[src/hdl/epvu_pkg.sv]
// Purpose: shared constants and types of the exception priority and vector unit
// Assumes: 44 interrupt slots, three-bit configurable priorities
// Notes:   priorities compare as signed four-bit values
package epvu_pkg;
    localparam int          EPVU_NUM_IRQ      = 44;
    localparam int          EPVU_NUM_EXC      = 60;
    localparam logic [5:0]  EPVU_IRQ_BASE     = 6'h10;
    localparam logic [31:0] EPVU_BASE_RESET   = 32'h0000_0000;
    localparam logic [31:0] EPVU_BASE_MIN     = 32'h0000_0100;
    localparam logic [31:0] EPVU_BASE_MAX     = 32'h3fff_ff00;
    localparam logic [43:0] EPVU_IRQ_PRESENT  = 44'h99f_ffff_c1ff;
    localparam logic [15:0] EPVU_SYS_PRESENT  = 16'hd87c;
    localparam logic [2:0]  EPVU_PRI_RESET    = 3'h0;
    localparam logic signed [3:0] EPVU_PRI_NMI   = -4'sd2;
    localparam logic signed [3:0] EPVU_PRI_HARD  = -4'sd1;
    localparam logic signed [3:0] EPVU_PRI_IDLE  = 4'sd7 + 4'sd0;
    localparam logic [5:0]  EPVU_EXC_NMI      = 6'h02;
    localparam logic [5:0]  EPVU_EXC_HARD     = 6'h03;

    typedef enum logic [2:0] {
        EPVU_IDLE   = 3'b001,
        EPVU_ENTER  = 3'b010,
        EPVU_ACTIVE = 3'b100
    } epvu_state_e;

    typedef struct packed {
        logic              valid;
        logic [5:0]        num;
        logic signed [3:0] pri;
    } epvu_cand_s;

    typedef struct packed {
        logic              take;
        logic              preempt;
        logic [5:0]        num;
        logic [31:0]       addr;
    } epvu_vec_s;
endpackage : epvu_pkg

[src/hdl/epvu_core.sv]
// Purpose: picks the winning pending exception, decides preemption, forms vector address
// Assumes: core acknowledges entry with enter_ack and signals return with exc_return
// Notes:   nesting depth tracked by an active bitmap; running priority is the best active
//
// Functional notes
// interrupt n is exception n plus 16, vectors from offset 0x40, four bytes apart
// entry zero holds stack pointer; exception n vector sits at base plus 4n
// software sets handler address bit zero to mark compact instruction state
// after reset the table base is zero until relocated
// privileged write relocates base within 0x100 to 0x3fffff00
// software aligns base to 256 bytes; low eight bits forced zero
// lower priority value wins; reset, hard fault, nmi are fixed
// configurable priorities reset to zero
// configurable priorities lie in 0 to 7, below fixed negatives
// equal priorities resolve to lowest exception number
// strictly higher priority arrival preempts the active handler
// equal priority arrival never preempts the active handler
// equal priority arrival is still recorded as pending
// nmi has fixed priority -2 and cannot be masked
// hard fault has fixed priority -1
// each exception is inactive, pending, active, or active and pending
// priorities stored in three bits, compared signed so negatives win
// interrupt numbers without a source stay inactive and never win
`timescale 1ns/1ps
`default_nettype none
module epvu_core
    import epvu_pkg::*;
(
    input  wire logic                          clk,
    input  wire logic                          resetn,
    input  wire logic                          clk_en,
    input  wire logic [EPVU_NUM_IRQ-1:0]       irq_req,
    input  wire logic [15:0]                   sys_req,
    input  wire logic                          pri_wr,
    input  wire logic [5:0]                    pri_wr_num,
    input  wire logic [2:0]                    pri_wr_val,
    input  wire logic                          base_wr,
    input  wire logic                          base_wr_priv,
    input  wire logic [31:0]                   base_wr_val,
    input  wire logic                          enter_ack,
    input  wire logic                          exc_return,
    output logic                               vec_valid,
    output logic                               vec_preempt,
    output logic [5:0]                         vec_num,
    output logic [31:0]                        vec_addr,
    output logic [31:0]                        vector_base_offset_reg,
    output logic [EPVU_NUM_EXC-1:0]            pend_out,
    output logic [EPVU_NUM_EXC-1:0]            active_out,
    output logic signed [3:0]                  run_pri
);
    logic [2:0]            pri_q [EPVU_NUM_EXC];
    logic [EPVU_NUM_EXC-1:0] pend_q;
    logic [EPVU_NUM_EXC-1:0] act_q;
    logic [EPVU_NUM_EXC-1:0] present;
    logic [EPVU_NUM_EXC-1:0] req_now;
    logic [31:0]           base_q;
    epvu_state_e           state_q;
    epvu_cand_s            best;
    epvu_cand_s            run;
    epvu_vec_s             vec_q;
    logic                  take;

    // fixed exceptions get negative priorities, others their stored field
    function automatic logic signed [3:0] eff_pri(input logic [5:0] n, input logic [2:0] p);
        if (n == EPVU_EXC_NMI) begin
            return EPVU_PRI_NMI;
        end else if (n == EPVU_EXC_HARD) begin
            return EPVU_PRI_HARD;
        end
        return $signed({1'b0, p});
    endfunction : eff_pri

    function automatic logic [31:0] vec_of(input logic [31:0] b, input logic [5:0] n);
        return b + {24'h0, n, 2'b00};
    endfunction : vec_of

    assign present = {EPVU_IRQ_PRESENT, EPVU_SYS_PRESENT};
    assign req_now = {irq_req, sys_req} & present;

    // strict less-than scanning upward keeps the lowest number on ties
    always_comb begin
        best = '{valid: 1'b0, num: 6'h0, pri: EPVU_PRI_IDLE};
        run  = '{valid: 1'b0, num: 6'h0, pri: EPVU_PRI_IDLE};
        for (int i = 2; i < EPVU_NUM_EXC; i++) begin
            if (pend_q[i] && present[i] && !act_q[i] &&
                (!best.valid || eff_pri(6'(i), pri_q[i]) < best.pri)) begin
                best = '{valid: 1'b1, num: 6'(i), pri: eff_pri(6'(i), pri_q[i])};
            end
            if (act_q[i] && (!run.valid || eff_pri(6'(i), pri_q[i]) < run.pri)) begin
                run = '{valid: 1'b1, num: 6'(i), pri: eff_pri(6'(i), pri_q[i])};
            end
        end
    end

    // checker helper: any eligible candidate that should have beaten the winner
    logic order_bad;
    always_comb begin
        order_bad = 1'b0;
        for (int j = 2; j < EPVU_NUM_EXC; j++) begin
            if (best.valid && pend_q[j] && present[j] && !act_q[j]) begin
                if (eff_pri(6'(j), pri_q[j]) < best.pri ||
                    (eff_pri(6'(j), pri_q[j]) == best.pri && 6'(j) < best.num)) begin
                    order_bad = 1'b1;
                end
            end
        end
    end

    // strictly better than running priority; equal never preempts
    assign take = best.valid && (!run.valid || best.pri < run.pri);

    always_ff @(posedge clk or negedge resetn) begin
        if (!resetn) begin
            for (int i = 0; i < EPVU_NUM_EXC; i++) begin
                pri_q[i] <= EPVU_PRI_RESET;
            end
        end else if (clk_en && pri_wr && pri_wr_num < 6'(EPVU_NUM_EXC)) begin
            pri_q[pri_wr_num] <= pri_wr_val;
        end
    end

    always_ff @(posedge clk or negedge resetn) begin
        if (!resetn) begin
            base_q <= EPVU_BASE_RESET;
        end else if (clk_en && base_wr && base_wr_priv &&
                     {base_wr_val[31:8], 8'h00} >= EPVU_BASE_MIN &&
                     {base_wr_val[31:8], 8'h00} <= EPVU_BASE_MAX) begin
            base_q <= {base_wr_val[31:8], 8'h00};
        end
    end

    // requests set pending even when they cannot preempt
    always_ff @(posedge clk or negedge resetn) begin
        if (!resetn) begin
            pend_q <= '0;
            act_q  <= '0;
        end else if (clk_en) begin
            pend_q <= (pend_q & ~((state_q == EPVU_ENTER && enter_ack) ?
                      (60'h1 << vec_q.num) : 60'h0)) | req_now;
            if (state_q == EPVU_ENTER && enter_ack) begin
                act_q[vec_q.num] <= 1'b1;
            end else if (exc_return && run.valid) begin
                act_q[run.num] <= 1'b0;
            end
        end
    end

    always_ff @(posedge clk or negedge resetn) begin
        if (!resetn) begin
            state_q <= EPVU_IDLE;
            vec_q   <= '0;
        end else if (clk_en) begin
            unique case (state_q)
                EPVU_IDLE, EPVU_ACTIVE: begin
                    if (take) begin
                        state_q       <= EPVU_ENTER;
                        vec_q.take    <= 1'b1;
                        vec_q.preempt <= run.valid;
                        vec_q.num     <= best.num;
                        vec_q.addr    <= vec_of(base_q, best.num);
                    end else begin
                        vec_q.take <= 1'b0;
                        state_q    <= (|act_q) ? EPVU_ACTIVE : EPVU_IDLE;
                    end
                end
                EPVU_ENTER: begin
                    if (enter_ack) begin
                        state_q    <= EPVU_ACTIVE;
                        vec_q.take <= 1'b0;
                    end
                end
                default: state_q <= EPVU_IDLE;
            endcase
        end
    end

    always_ff @(posedge clk or negedge resetn) begin
        if (!resetn) begin
            vec_valid              <= 1'b0;
            vec_preempt            <= 1'b0;
            vec_num                <= 6'h0;
            vec_addr               <= 32'h0;
            vector_base_offset_reg <= EPVU_BASE_RESET;
            pend_out               <= '0;
            active_out             <= '0;
            run_pri                <= EPVU_PRI_IDLE;
        end else if (clk_en) begin
            vec_valid              <= vec_q.take;
            vec_preempt            <= vec_q.preempt;
            vec_num                <= vec_q.num;
            vec_addr               <= vec_q.addr;
            vector_base_offset_reg <= base_q;
            pend_out               <= pend_q;
            active_out             <= act_q;
            run_pri                <= run.pri;
        end
    end

    AST_IRQ_VEC: assert property (@(posedge clk) disable iff (!resetn)
        vec_q.take && vec_q.num >= EPVU_IRQ_BASE |-> vec_q.addr[7:0] == {vec_q.num, 2'b00})
        else $error("vector address not four times the exception number");
    AST_BASE_RANGE: assert property (@(posedge clk) disable iff (!resetn)
        base_q == EPVU_BASE_RESET || (base_q >= EPVU_BASE_MIN && base_q <= EPVU_BASE_MAX))
        else $error("table base out of range");
    AST_BASE_ALIGN: assert property (@(posedge clk) disable iff (!resetn)
        base_q[7:0] == 8'h00) else $error("table base misaligned");
    AST_NO_EQ_PREEMPT: assert property (@(posedge clk) disable iff (!resetn)
        clk_en && state_q != EPVU_ENTER && run.valid && best.pri >= run.pri |=> !(state_q == EPVU_ENTER && $changed(vec_q.num) && vec_q.preempt))
        else $error("equal priority preempted");
    AST_PREEMPT: assert property (@(posedge clk) disable iff (!resetn)
        clk_en && state_q == EPVU_ACTIVE && run.valid && take |=> state_q == EPVU_ENTER && vec_q.preempt)
        else $error("higher priority did not preempt");
    AST_PEND_REC: assert property (@(posedge clk) disable iff (!resetn)
        clk_en && req_now[EPVU_NUM_EXC-1] |=> pend_q[EPVU_NUM_EXC-1])
        else $error("request not recorded as pending");
    AST_RSVD: assert property (@(posedge clk) disable iff (!resetn)
        (pend_q & ~present) == '0 && !(vec_q.take && !present[vec_q.num]))
        else $error("reserved slot became pending or won");
    AST_NMI_WINS: assert property (@(posedge clk) disable iff (!resetn)
        pend_q[EPVU_EXC_NMI] && !act_q[EPVU_EXC_NMI] |-> best.num == EPVU_EXC_NMI)
        else $error("nmi lost arbitration");
    AST_OUT_LAG: assert property (@(posedge clk) disable iff (!resetn)
        clk_en && vec_q.take |=> vec_valid)
        else $error("vector output missing");
    AST_ORDER: assert property (@(posedge clk) disable iff (!resetn)
        best.valid |-> !order_bad)
        else $error("winner not the best ranked pending exception");
    AST_FIXED_PRI: assert property (@(posedge clk) disable iff (!resetn)
        eff_pri(EPVU_EXC_NMI, pri_q[EPVU_EXC_NMI]) == EPVU_PRI_NMI &&
        eff_pri(EPVU_EXC_HARD, pri_q[EPVU_EXC_HARD]) == EPVU_PRI_HARD)
        else $error("fixed priority altered");
    AST_HARD_WINS: assert property (@(posedge clk) disable iff (!resetn)
        pend_q[EPVU_EXC_HARD] && !act_q[EPVU_EXC_HARD] &&
        !(pend_q[EPVU_EXC_NMI] && !act_q[EPVU_EXC_NMI]) |-> best.num == EPVU_EXC_HARD)
        else $error("hard fault lost arbitration");
    AST_NMI_KEEP: assert property (@(posedge clk) disable iff (!resetn)
        act_q[EPVU_EXC_NMI] |-> !take)
        else $error("nmi handler preempted");
    AST_CFG_RANGE: assert property (@(posedge clk) disable iff (!resetn)
        best.valid && best.num > EPVU_EXC_HARD |-> best.pri >= 4'sd0)
        else $error("configurable priority went negative");
    AST_PRI_WR: assert property (@(posedge clk) disable iff (!resetn)
        clk_en && pri_wr && pri_wr_num < 6'(EPVU_NUM_EXC)
        |=> pri_q[$past(pri_wr_num)] == $past(pri_wr_val))
        else $error("priority write lost");
    AST_BASE_PRIV: assert property (@(posedge clk) disable iff (!resetn)
        clk_en && base_wr && !base_wr_priv |=> $stable(base_q))
        else $error("unprivileged relocation accepted");
    AST_ACK_ACTIVE: assert property (@(posedge clk) disable iff (!resetn)
        clk_en && state_q == EPVU_ENTER && enter_ack |=> act_q[$past(vec_q.num)])
        else $error("accepted exception not active");
    AST_ACK_CLEARS: assert property (@(posedge clk) disable iff (!resetn)
        clk_en && state_q == EPVU_ENTER && enter_ack && !req_now[vec_q.num]
        |=> !pend_q[$past(vec_q.num)])
        else $error("accepted exception still pending");
    AST_RETURN: assert property (@(posedge clk) disable iff (!resetn)
        clk_en && exc_return && run.valid && !(state_q == EPVU_ENTER && enter_ack)
        |=> !act_q[$past(run.num)])
        else $error("returned handler still active");
    AST_ENTER_HOLD: assert property (@(posedge clk) disable iff (!resetn)
        clk_en && state_q == EPVU_ENTER && !enter_ack |=> state_q == EPVU_ENTER && $stable(vec_q.num))
        else $error("presented vector withdrawn before acceptance");
    AST_IRQ_OFS: assert property (@(posedge clk) disable iff (!resetn)
        vec_q.take && vec_q.num >= EPVU_IRQ_BASE |-> vec_q.addr[7:0] >= 8'h40)
        else $error("interrupt vector below interrupt area");
    AST_OUT_MATCH: assert property (@(posedge clk) disable iff (!resetn)
        clk_en && vec_q.take |=> vec_num == $past(vec_q.num) && vec_addr == $past(vec_q.addr))
        else $error("vector outputs differ from chosen entry");
    AST_RUN_IDLE: assert property (@(posedge clk) disable iff (!resetn)
        !(|act_q) |-> run.pri == EPVU_PRI_IDLE)
        else $error("running priority wrong while idle");
    AST_FREEZE: assert property (@(posedge clk) disable iff (!resetn)
        !clk_en |=> $stable(pend_q) && $stable(act_q) && $stable(state_q))
        else $error("state moved while clock enable low");
    AST_ONEHOT: assert property (@(posedge clk) disable iff (!resetn)
        $onehot(state_q))
        else $error("state code not one-hot");
    COV_EQ_WAIT: cover property (@(posedge clk) run.valid && best.valid && best.pri == run.pri);
    COV_TAIL: cover property (@(posedge clk) vec_valid && !vec_preempt && vec_num >= EPVU_IRQ_BASE);
    COV_PREEMPT: cover property (@(posedge clk) vec_valid && vec_preempt);
    COV_RELOC: cover property (@(posedge clk) base_q != EPVU_BASE_RESET);
    COV_NMI: cover property (@(posedge clk) vec_valid && vec_num == EPVU_EXC_NMI);
endmodule : epvu_core
`default_nettype wire

[config.mk]
export PLATFORM = sky130hd
export DESIGN_NAME = epvu_core
export DESIGN_NICKNAME = d
export VERILOG_FILES = /design/src/hdl/epvu_pkg.sv /design/src/hdl/epvu_core.sv
export SDC_FILE = /design/constraint.sdc
export NUM_CORES = 1
export LEC_CHECK = 0
export BUFFER_PORTS_ARGS = -buffer_cell sky130_fd_sc_hd__buf_2
export CORE_ASPECT_RATIO = 0.75
export CORE_MARGIN = 2
export CORE_UTILIZATION = 40
export DETAILED_ROUTE_END_ITERATION = 6
export PLACE_DENSITY = 0.67
export SYNTH_ARGS = -nofsm -noshare
export SYNTH_HDL_FRONTEND = slang
export SYNTH_SLANG_ARGS = --single-unit
export TNS_END_PERCENT = 20
[constraint.sdc]
create_clock -name clk -period 217.5 [get_ports clk]
set_input_delay 10.875 -clock clk [delete_from_list [all_inputs] [get_ports clk]]
set_output_delay 10.875 -clock clk [all_outputs]
set_load 0.01 [all_outputs]
Yosys cells after proc, flatten, opt, wreduce, memory -nomap -nowiden
Index checks and enable logic that the tools add are counted.

Add/subtract/negate cells: 1. Multiply operators: 0. Div/mod/pow operators: 0. Magnitude comparators: 110. Equality and inequality tests: 4. Shifts and indexed selects: 1. Multiplexer cells: 127. Bitwise gates (word level): 7. Reductions and logical operators: 410.

Operator list (count): $mux 11 (102); $lt 4x4->1 (99); $bwmux 180 (1); $mux 60 (3); $logic_and 1x1->1 (156); $logic_not 1->1 (145); $and 60x60->60 (2); $not 60->60 (2); $or 60x60->60 (2); $logic_or 1x1->1 (101); $reduce_or 60->1 (1); $shl 1x6->60 const A (1); $add 32x8->32 (1); $ge 32x9->1 const B (1); $le 32x30->1 const B (1); $demux 3 s6 (1); $mux 4 (4); $lt 6x7->1 const B (2); $demux 1 s6 (2); $ge 6x1->1 const B (2); $mux 3 (4); $lt 1x4->1 const A (2); $mux 1 (8); $ge 7x7->1 const B (1); other kinds (13) (16).

Register bits after elaboration: 555. Bits in latches: 0. Memory bits (writable): 0. ROM bits: 0. Input port bits: 109. Output and inout port bits: 196. Word-level logic and storage cells: 736. Memories: 0.

Longest topological paths before layout
Gate-level depths: netlist (run 1).

Word-level depth: 241. Gate-level depth with buffers: 448. Gate-level depth less buffers: 436.

Worst setup path before layout (run 1)
No wires, ideal clock.

Kind: reg2reg. Start: register act_q[2]. End: register vec_q[10] (netlist bit). Library setup time: 0.125 ns. Arrival time: 77.720 ns. Required time: 217.375 ns. Path slack: 139.655 ns. Stages on the path, launching flop included: 406. Path buffers: 12. Period minus slack after synthesis: 77.845 ns. Path through: dfrtp_1 > clkbuf_1 > or2_2 > clkbuf_1 > inv_2 > clkbuf_1 > nand2_1 > nor2_1 > ha_1 > o21ai_0 > nor2b_1 > nor2_1 > mux2i_1 > inv_1 > ha_1 > nand2_1 > nand4b_1 > o31ai_1 > (+370 left out) > a211oi_2 > nand2_1 > o21ai_0 > inv_1 > ha_1 > or4b_2 > o41ai_2 > inv_2 > mux2i_1 > ha_1 > a211oi_1 > nand2_1 > a22oi_1 > o311ai_2 > or4_1 > buf_4 > buf_6 > mux2_4.

Cells in the longest elaborated chain, start to end: 233. Elaborated cells on any way between the ends: 510. Classes of those cells: 1 x add/sub; 101 x order compare; 102 x mux; 306 x reduce/logical.

Ends and longest elaborated chain: from (decl) (line epvu_core.sv:53) `logic [EPVU_NUM_EXC-1:0] act_q;`; from (signal assigned) (line epvu_core.sv:136) `act_q <= '0;`; from (signal, indexed assignment) (line epvu_core.sv:141) `act_q[vec_q.num] <= 1'b1;`; from (signal, indexed assignment) (line epvu_core.sv:143) `act_q[run.num] <= 1'b0;`; $mux 11 (line epvu_core.sv:89) `if (act_q[i] && (!run.valid || eff_pri(6'(i), pri_q[i]) < run.pri)) begin`; $lt 1x4->1 / $logic_not 1->1 (equally long branches) (line epvu_core.sv:89); $logic_or 1x1->1 (line epvu_core.sv:89); $logic_and 1x1->1 (line epvu_core.sv:89); $mux 11 (line epvu_core.sv:89); $lt 4x4->1 / $logic_not 1->1 (equally long branches) (line epvu_core.sv:89); $logic_or 1x1->1 (line epvu_core.sv:89); $logic_and 1x1->1 (line epvu_core.sv:89); (+217 left out); $lt 4x4->1 / $logic_not 1->1 (equally long branches) (line epvu_core.sv:89); $logic_or 1x1->1 (line epvu_core.sv:89); $logic_and 1x1->1 (line epvu_core.sv:89); $mux 11 (line epvu_core.sv:89); $lt 4x4->1 / $logic_not 1->1 (equally long branches) (line epvu_core.sv:110) `assign take = best.valid && (!run.valid || best.pri < run.pri);`; $logic_or 1x1->1 (line epvu_core.sv:110); $logic_and 1x1->1 (line epvu_core.sv:110); $reduce_and 3->1 (no source line); to (decl) (line epvu_core.sv:60) `epvu_vec_s vec_q;`.

Several ways; a longest one is shown, not always the timed one. A chain may end at the register's enable or synchronous reset.

Final worst setup path (run 1)
Start: register act_q[2]. End: register vec_q[28] (netlist bit).

Same word-level chain as after synthesis.

==> results.md, run 1 <==
- Cell repeated most along the worst path: sky130_fd_sc_hd__nand2_1
- TritonCTS buffer count: 59
- Average footprint of a synthesized cell: 9.284 um^2
- Minimum clock period after layout: 92.31 ns
- Largest register FFs: 168
- Number of optimization iterations in the first detailed-route pass: 6
- Final setup vio count: 0
- Fraction of the cycle the final worst path needs: 0.4244
- TritonCTS clock tree: built
- Worst path slowest cell: sky130_fd_sc_hd__o41ai_1
- Root buffer cell: sky130_fd_sc_hd__clkbuf_16
- Category of the worst setup path capture point: flip-flop
- DP Wirelength: 88.21 mm
- Remaining global-route overflow: 0
- Post-CTS Setup Inserts: 0
- Setup slack of the most critical reg-to-reg path: 125.19 ns
- Register name with the most flops: pri_q
- Post-synthesis instance area: 0.03548 mm^2
- Maximum clock skew at final layout: 0.05536 ns
- Max cap viols: 0
- Drt total wl: 119.6 mm
- Worst-path maximum fanout: 21
- Via count of the first global-routing pass: 29560
- # clock sinks: 527
- Post-route setup TNS: 0 ns
- Starting utilization of the core area: 0.4044
- Kind of critical path: flip-flop to flip-flop
- Buffers added on ports: 270
- Total Die Area: 0.09113 mm^2
- Height of the die: 261.9 um
- Ys Warns: 0
- Number of H-tree levels: 2
- Setup repair after global routing missed its margin: false
- Final Net Count: 4370
- Biggest cell delay along the critical path: 1.14 ns
- Vias after detailed routing: 31920
- Required time reported for the critical path endpoint: 218.06 ns
- Drc violations: 0
- Initial DRC Count: 3425
- Worst Max-Slew Pin Slew: 1.278 ns
- Vias per inst: 6.057
- Element type at the critical path start: flip-flop
- Synth Register Bits: 527
- Antenna violations before repair: 16
- Insertion delay of the later-clocked pin in the worst-skew pair: 0.68 ns
- Reg-to-reg startpoint: act_q[2]
- Worst Path Arrival: 92.87 ns
- Worst hold endpoint: act_q[1]
- Synth Flop Type: sky130_fd_sc_hd__dfrtp_1
- Clock edge transition at the registers on the reported setup and hold paths: 0.07 ns
- Wire length of the first global-routing pass: 180.2 mm
- Final routed wire length divided by cell count: 22.70 um
- Total core area: 0.08774 mm^2
- Fraction of registers with async set or reset after synthesis: 1.000
- Final hold vios: 0
- Class of the most critical hold timing path: flip-flop to flip-flop
- Post_cts resized: 0
- Worst relative slew slack: 0.1367
- Run status: complete, no violations
- Worst hold start: act_q[1]
- Count of nets left with antenna violations after detail routing: 0
- Min-Delay Path Depth: 1
- Die Span X: 347.9 um
- Leading cell type in the layout, fill and taps excluded: sky130_fd_sc_hd__dfrtp_1
- Clock Tree Buf Depth: 3
- Maximum number of pins on one net before global-route repair: 159
- Portion of the post-synthesis area used by sequential elements: 0.3718
- GRT Overall Usage: 0.2545
- Count of cells along the worst register-to-register path: 400
- FF-to-FF End: vec_q[28]
- Maximum clock frequency: 10.83 MHz
- Synthesized netlist cell count: 3822
- Final GP Congestion: 0.9494
- Hold-fix buffers at CTS: 0
- Number of enable-type register cells in the synthesized netlist: 0
- Area overhead of the layout relative to synthesis: 13.08%
- Unique masters post-synth: 112
- Std-Cell Rows: 94
- Pins Over Slew Limit: 0
- Ratio of cells with drive above 1 in the final layout: 0.2247
- Commonest cells after routing, fill and taps aside: sky130_fd_sc_hd__dfrtp_1, sky130_fd_sc_hd__nand2_1, sky130_fd_sc_hd__mux2_2
- Number of placed I/O pins: 305
cells in the mapped netlist (all sizes together) (57+ instances only):
master  number  area share
nor2       330       0.035
nor3        91       0.014
o21ai      239       0.034
nand3       69      0.0097
clkbuf      92      0.0097
a211oi      60       0.013
ha         195       0.069
dfrtp      523        0.37
nand2b      74       0.013
mux2       373        0.12
inv        145       0.015
nand2      367       0.039
nor2b       57       0.010
a21oi      306       0.043
critical path, delay by kind of cell (launching register included):
family,cells,cell delay [ns]
muxes,9,2.60
adders and majority gates,56,14.82
buffers and inverters,17,2.00
AOI/OAI and AO/OA,185,46.34
DFF,1,0.60
and+or+nand+nor,133,25.61
stage by stage:
step                      hold WS, ns  instance area [um^2]  setup WS, ns  instances  utilization
after floorplan                0.4449                 35520        139.66       3831            -
after global placement         0.4660                 38090        128.20       5157       0.4342
after detailed placement       0.4718                 38090        127.38       5157       0.4342
after CTS                      0.4849                 40110        126.87       5265       0.4572
after global routing           0.5109                 40120        117.35       5266       0.4572
final                          0.4858                 40120        125.19       5269       0.4573
metal layers:
| layer | routed length [um] | share of wire | global-route usage | vias up |
|---|---|---|---|---|
| met5 | 213 | 0.0018 | 0.007653 | - |
| met4 | 4630 | 0.039 | 0.09271 | 22 |
| met3 | 11310 | 0.095 | 0.06108 | 233 |
| met2 | 49620 | 0.41 | 0.3688 | 1319 |
| met1 | 53820 | 0.45 | 0.3670 | 15630 |
| li1 | - | - | - | 14710 |
worst max-delay path by stage:
stage                   from        end  slack, ns  depth (start not counted)
floorplan           act_q[2]  vec_q[10]     139.66                        405
global placement    act_q[2]  vec_q[23]     128.20                        399
detailed placement  act_q[2]  vec_q[28]     127.38                        398
CTS                 act_q[2]   vec_q[7]     126.87                        398
global route        act_q[2]   vec_q[7]     117.35                        404
finish              act_q[2]  vec_q[28]     125.19                        400
logic make-up (layout without fill, tap and decap cells):
logic type	Yosys count	count (layout)	share of synthesized area
DFF	527	527	0.3718
AOI/OAI and AO/OA	1148	1148	0.2162
xor gates and xnor gates	1	1	0.0002469
and+or+nand+nor	1260	1260	0.1771
muxes	415	415	0.1333
adders and majority gates	195	195	0.06876
buffers and inverters	275	557	0.03251
other	1	14	0.0001057
area by class of cell:
class	count	area (um^2)
inverter	146	548.0
timing repair buffer	303	1632
fill	8413	47620
clock buffer	80	1665
antenna	4	10.01
tap	1152	1441
clock inverter	28	355.3
multi-input combinational	3029	21280
sequential	527	13190
Power of run 1 is left out: the tool's default activity adds up to more than one toggle a clock period on the data nets, which glitch-free logic cannot reach.
==> run 2, diff against run 1 <==
- ABC_AREA: not set -> 1
- PLACE_DENSITY: 0.67 -> 0.68
- clock period: 217.5 -> 87.3 ns (I/O delays scaled with it)
==> results.md, run 2 <==
- Run status: complete, no violations (unchanged)
- Number of H-tree levels: 2 (unchanged)
- Fill cell count: 8025 (was 8413)
- Category of the worst setup path capture point: flip-flop (unchanged)
- Antenna violations before repair: 11 (was 16)
- Hold-fix buffers at CTS: 0 (unchanged)
- Drt total wl: 105.9 mm (was 119.6 mm)
- Via count of the first global-routing pass: 27650 (was 29560)
- Kind of critical path: flip-flop to flip-flop (unchanged)
- GRT Overall Usage: 0.2513 (was 0.2545)
- Final GP Congestion: 0.9795 (was 0.9494)
- Pins Over Slew Limit: 0 (unchanged)
- Maximum clock skew at final layout: 0.02961 ns (was 0.05536 ns)
- Average footprint of a synthesized cell: 7.475 um^2 (was 9.284 um^2)
- Drc violations: 0 (unchanged)
- Insertion delay of the later-clocked pin in the worst-skew pair: 0.66 ns (was 0.68 ns)
- Synth Flop Type: sky130_fd_sc_hd__dfrtp_1 (unchanged)
- Vias per inst: 5.306 (was 6.057)
- Portion of the post-synthesis area used by sequential elements: 0.4088 (was 0.3718)
- Final Net Count: 4871 (was 4370)
- Post-CTS Setup Inserts: 0 (unchanged)
- Std-Cell Rows: 90 (was 94)
- # clock sinks: 527 (unchanged)
- Minimum clock period after layout: 56.20 ns (was 92.31 ns)
- Root buffer cell: sky130_fd_sc_hd__clkbuf_16 (unchanged)
- Starting utilization of the core area: 0.4025 (was 0.4044)
- Met2 Use GR: 0.3558 (was 0.3688)
- Commonest cells after routing, fill and taps aside: sky130_fd_sc_hd__nand2_1, sky130_fd_sc_hd__o21ai_0, sky130_fd_sc_hd__dfrtp_1 (was sky130_fd_sc_hd__dfrtp_1, sky130_fd_sc_hd__nand2_1, sky130_fd_sc_hd__mux2_2)
- Worst path slowest cell: sky130_fd_sc_hd__buf_4 (was sky130_fd_sc_hd__o41ai_1)
- Buffers added on ports: 270 (unchanged)
- Unique masters post-synth: 58 (was 112)
- Ys Warns: 0 (unchanged)
- Worst-path maximum fanout: 52 (was 21)
- Final core utilization: 0.4559 (was 0.4573)
- Number of optimization iterations in the first detailed-route pass: 5 (was 6)
- Leading cell type in the layout, fill and taps excluded: sky130_fd_sc_hd__nand2_1 (was sky130_fd_sc_hd__dfrtp_1)
- Wire length of the first global-routing pass: 162.3 mm (was 180.2 mm)
- Cell repeated most along the worst path: sky130_fd_sc_hd__nand2_1 (unchanged)
- Biggest cell delay along the critical path: 0.69 ns (was 1.14 ns)
- Total Die Area: 0.08298 mm^2 (was 0.09113 mm^2)
- Fraction of the cycle the final worst path needs: 0.6438 (was 0.4244)
- Synthesized netlist cell count: 4317 (was 3822)
- Cell type with the largest total area after synthesis: sky130_fd_sc_hd__dfrtp_1 (unchanged)
- Register name with the most flops: pri_q (unchanged)
- Routing usage on met1: 0.3617 (was 0.3670)
- Final setup vio count: 0 (unchanged)
- Clock edge transition at the registers on the reported setup and hold paths: 0.06 ns (was 0.07 ns)
- Worst Max-Slew Pin Slew: 1.410 ns (was 1.278 ns)
- Synth Register Bits: 527 (unchanged)
- Height of the die: 250.0 um (was 261.9 um)
- Class of the most critical hold timing path: flip-flop to flip-flop (unchanged)
- TritonCTS buffer count: 57 (was 59)
- Die Span X: 332.0 um (was 347.9 um)
- Global-route track usage on met3: 0.08182 (was 0.06108)
- Most frequent cell after synthesis: sky130_fd_sc_hd__nand2_1 (was sky130_fd_sc_hd__dfrtp_1)
- Vias after detailed routing: 30110 (was 31920)
- Largest register FFs: 168 (unchanged)
- Number of placed I/O pins: 305 (unchanged)
- Setup repair after global routing missed its margin: false (unchanged)
- Largest cells by area after synthesis: sky130_fd_sc_hd__dfrtp_1, sky130_fd_sc_hd__nand2_1, sky130_fd_sc_hd__o21ai_0 (was sky130_fd_sc_hd__dfrtp_1, sky130_fd_sc_hd__mux2_2, sky130_fd_sc_hd__ha_1)
- Maximum clock frequency: 17.79 MHz (was 10.83 MHz)
- Fraction of registers with async set or reset after synthesis: 1.000 (unchanged)
- Post-route setup TNS: 0 ns (unchanged)
- Clock Tree Buf Depth: 3 (unchanged)
- Worst Path Arrival: 56.77 ns (was 92.87 ns)
- Remaining global-route overflow: 0 (unchanged)
- Max cap viols: 0 (unchanged)
- Final hold vios: 0 (unchanged)
- Area overhead of the layout relative to synthesis: 13.26% (was 13.08%)
- Post_cts resized: 0 (unchanged)
- Ratio of cells with drive above 1 in the final layout: 0.1618 (was 0.2247)
- TritonCTS clock tree: built (unchanged)
- Maximum number of pins on one net before global-route repair: 166 (was 159)
- Post-synthesis instance area: 0.03227 mm^2 (was 0.03548 mm^2)
- Required time reported for the critical path endpoint: 87.87 ns (was 218.06 ns)
- Total core area: 0.08018 mm^2 (was 0.08774 mm^2)
- List of most frequent post-synthesis cells: sky130_fd_sc_hd__nand2_1, sky130_fd_sc_hd__o21ai_0, sky130_fd_sc_hd__dfrtp_1, sky130_fd_sc_hd__inv_1, sky130_fd_sc_hd__nor2_1 (was sky130_fd_sc_hd__dfrtp_1, sky130_fd_sc_hd__nand2_1, sky130_fd_sc_hd__mux2_2, sky130_fd_sc_hd__nor2_1, sky130_fd_sc_hd__a21oi_1)
- Element type at the critical path start: flip-flop (unchanged)
- DP Wirelength: 78.83 mm (was 88.21 mm)
- Final routed wire length divided by cell count: 18.67 um (was 22.70 um)
- Count of nets left with antenna violations after detail routing: 0 (unchanged)
- Hold WS: 0.4649 ns (was 0.4858 ns)
- Initial DRC Count: 2944 (was 3425)
- Most used routing layer in global routing: met1 (was met2)
- Number of enable-type register cells in the synthesized netlist: 0 (unchanged)
- Worst relative slew slack: 0.05137 (was 0.1367)
- Proportion of netlist area held by the largest area contributor: 0.4056 (was 0.3688)
==> run 2: changes by cell type after synthesis, sizes merged, moves of 50 or more <==
cell / change
a211oi: -57
a21o: -51
a21oi: -257
inv: +323
mux2: -373
nand2: +1178
nand2b: -74
nand3: +138
nor2: -69
nor2b: -57
o21a: -50
o21ai: +466
==> run 2: layout make-up <==
| cell class | instances | area [um^2] | area share |
|---|---|---|---|
| Antenna cell | 4 | 10.01 | 0.0002739 |
| Clock buffer | 79 | 1660 | 0.04543 |
| Clock inverter | 25 | 269.0 | 0.007360 |
| Inverter | 473 | 1810 | 0.04954 |
| Multi-Input combinational cell | 3204 | 16650 | 0.4555 |
| Sequential cell | 527 | 13190 | 0.3610 |
| Tap cell | 1058 | 1324 | 0.03622 |
| Timing Repair Buffer | 304 | 1635 | 0.04474 |
==> run 2: cells by family (layout without fill, tap and decap cells) <==
group                      Yosys count  after routing  share of synthesized area
AOI/OAI and AO/OA                  861            861                     0.1477
adders and majority gates          195            195                    0.07561
buffers and inverters              595            881                    0.07829
DFF                                527            527                     0.4088
other                                1             14                  0.0001162
and+or+nand+nor                   2138           2138                     0.2894
==> run 2: final timing paths <==
kind | slack (ns) | start | depth (start not counted) | to
worst max-delay path | 31.10 | act_q[2] | 457 | vec_q[19]
worst min-delay path | 0.46 | pend_out[43] | 2 | pend_out[43]
worst max register to register | 31.10 | act_q[2] | 457 | vec_q[19]
worst min register to register | 0.46 | pend_out[43] | 2 | pend_out[43]
max in group asynchronous | 81.15 | resetn | 3 | pend_q[17]
min in group asynchronous | 3.77 | resetn | 1 | active_out[43]
==> run 2: through the flow <==
step / instances / area (um^2) / worst slack, ns
final: 5674 / 36550 / 31.10
after global routing: 5673 / 36550 / 24.49
after CTS: 5670 / 36540 / 31.59
after detailed placement: 5566 / 34610 / 31.82
after global placement: 5566 / 34610 / 32.58
after floorplan: 4326 / 32300 / 40.32
==> run 2: worst max-delay path, delay by kind of cell, from the launching register on <==
family	cells	cell delay, ns
fa+ha+maj	56	15.98
buf+inv	5	1.51
compound gates	56	14.83
simple gates	340	23.12
flops	1	0.43
==> run 2: routing by layer <==
layer  share of wire  vias up
li1                -    14570
met1            0.45    14140
met2            0.40     1216
met3            0.11      172
met4           0.030        4
met5         0.00020        -
Power of run 2 is left out for the same reason.
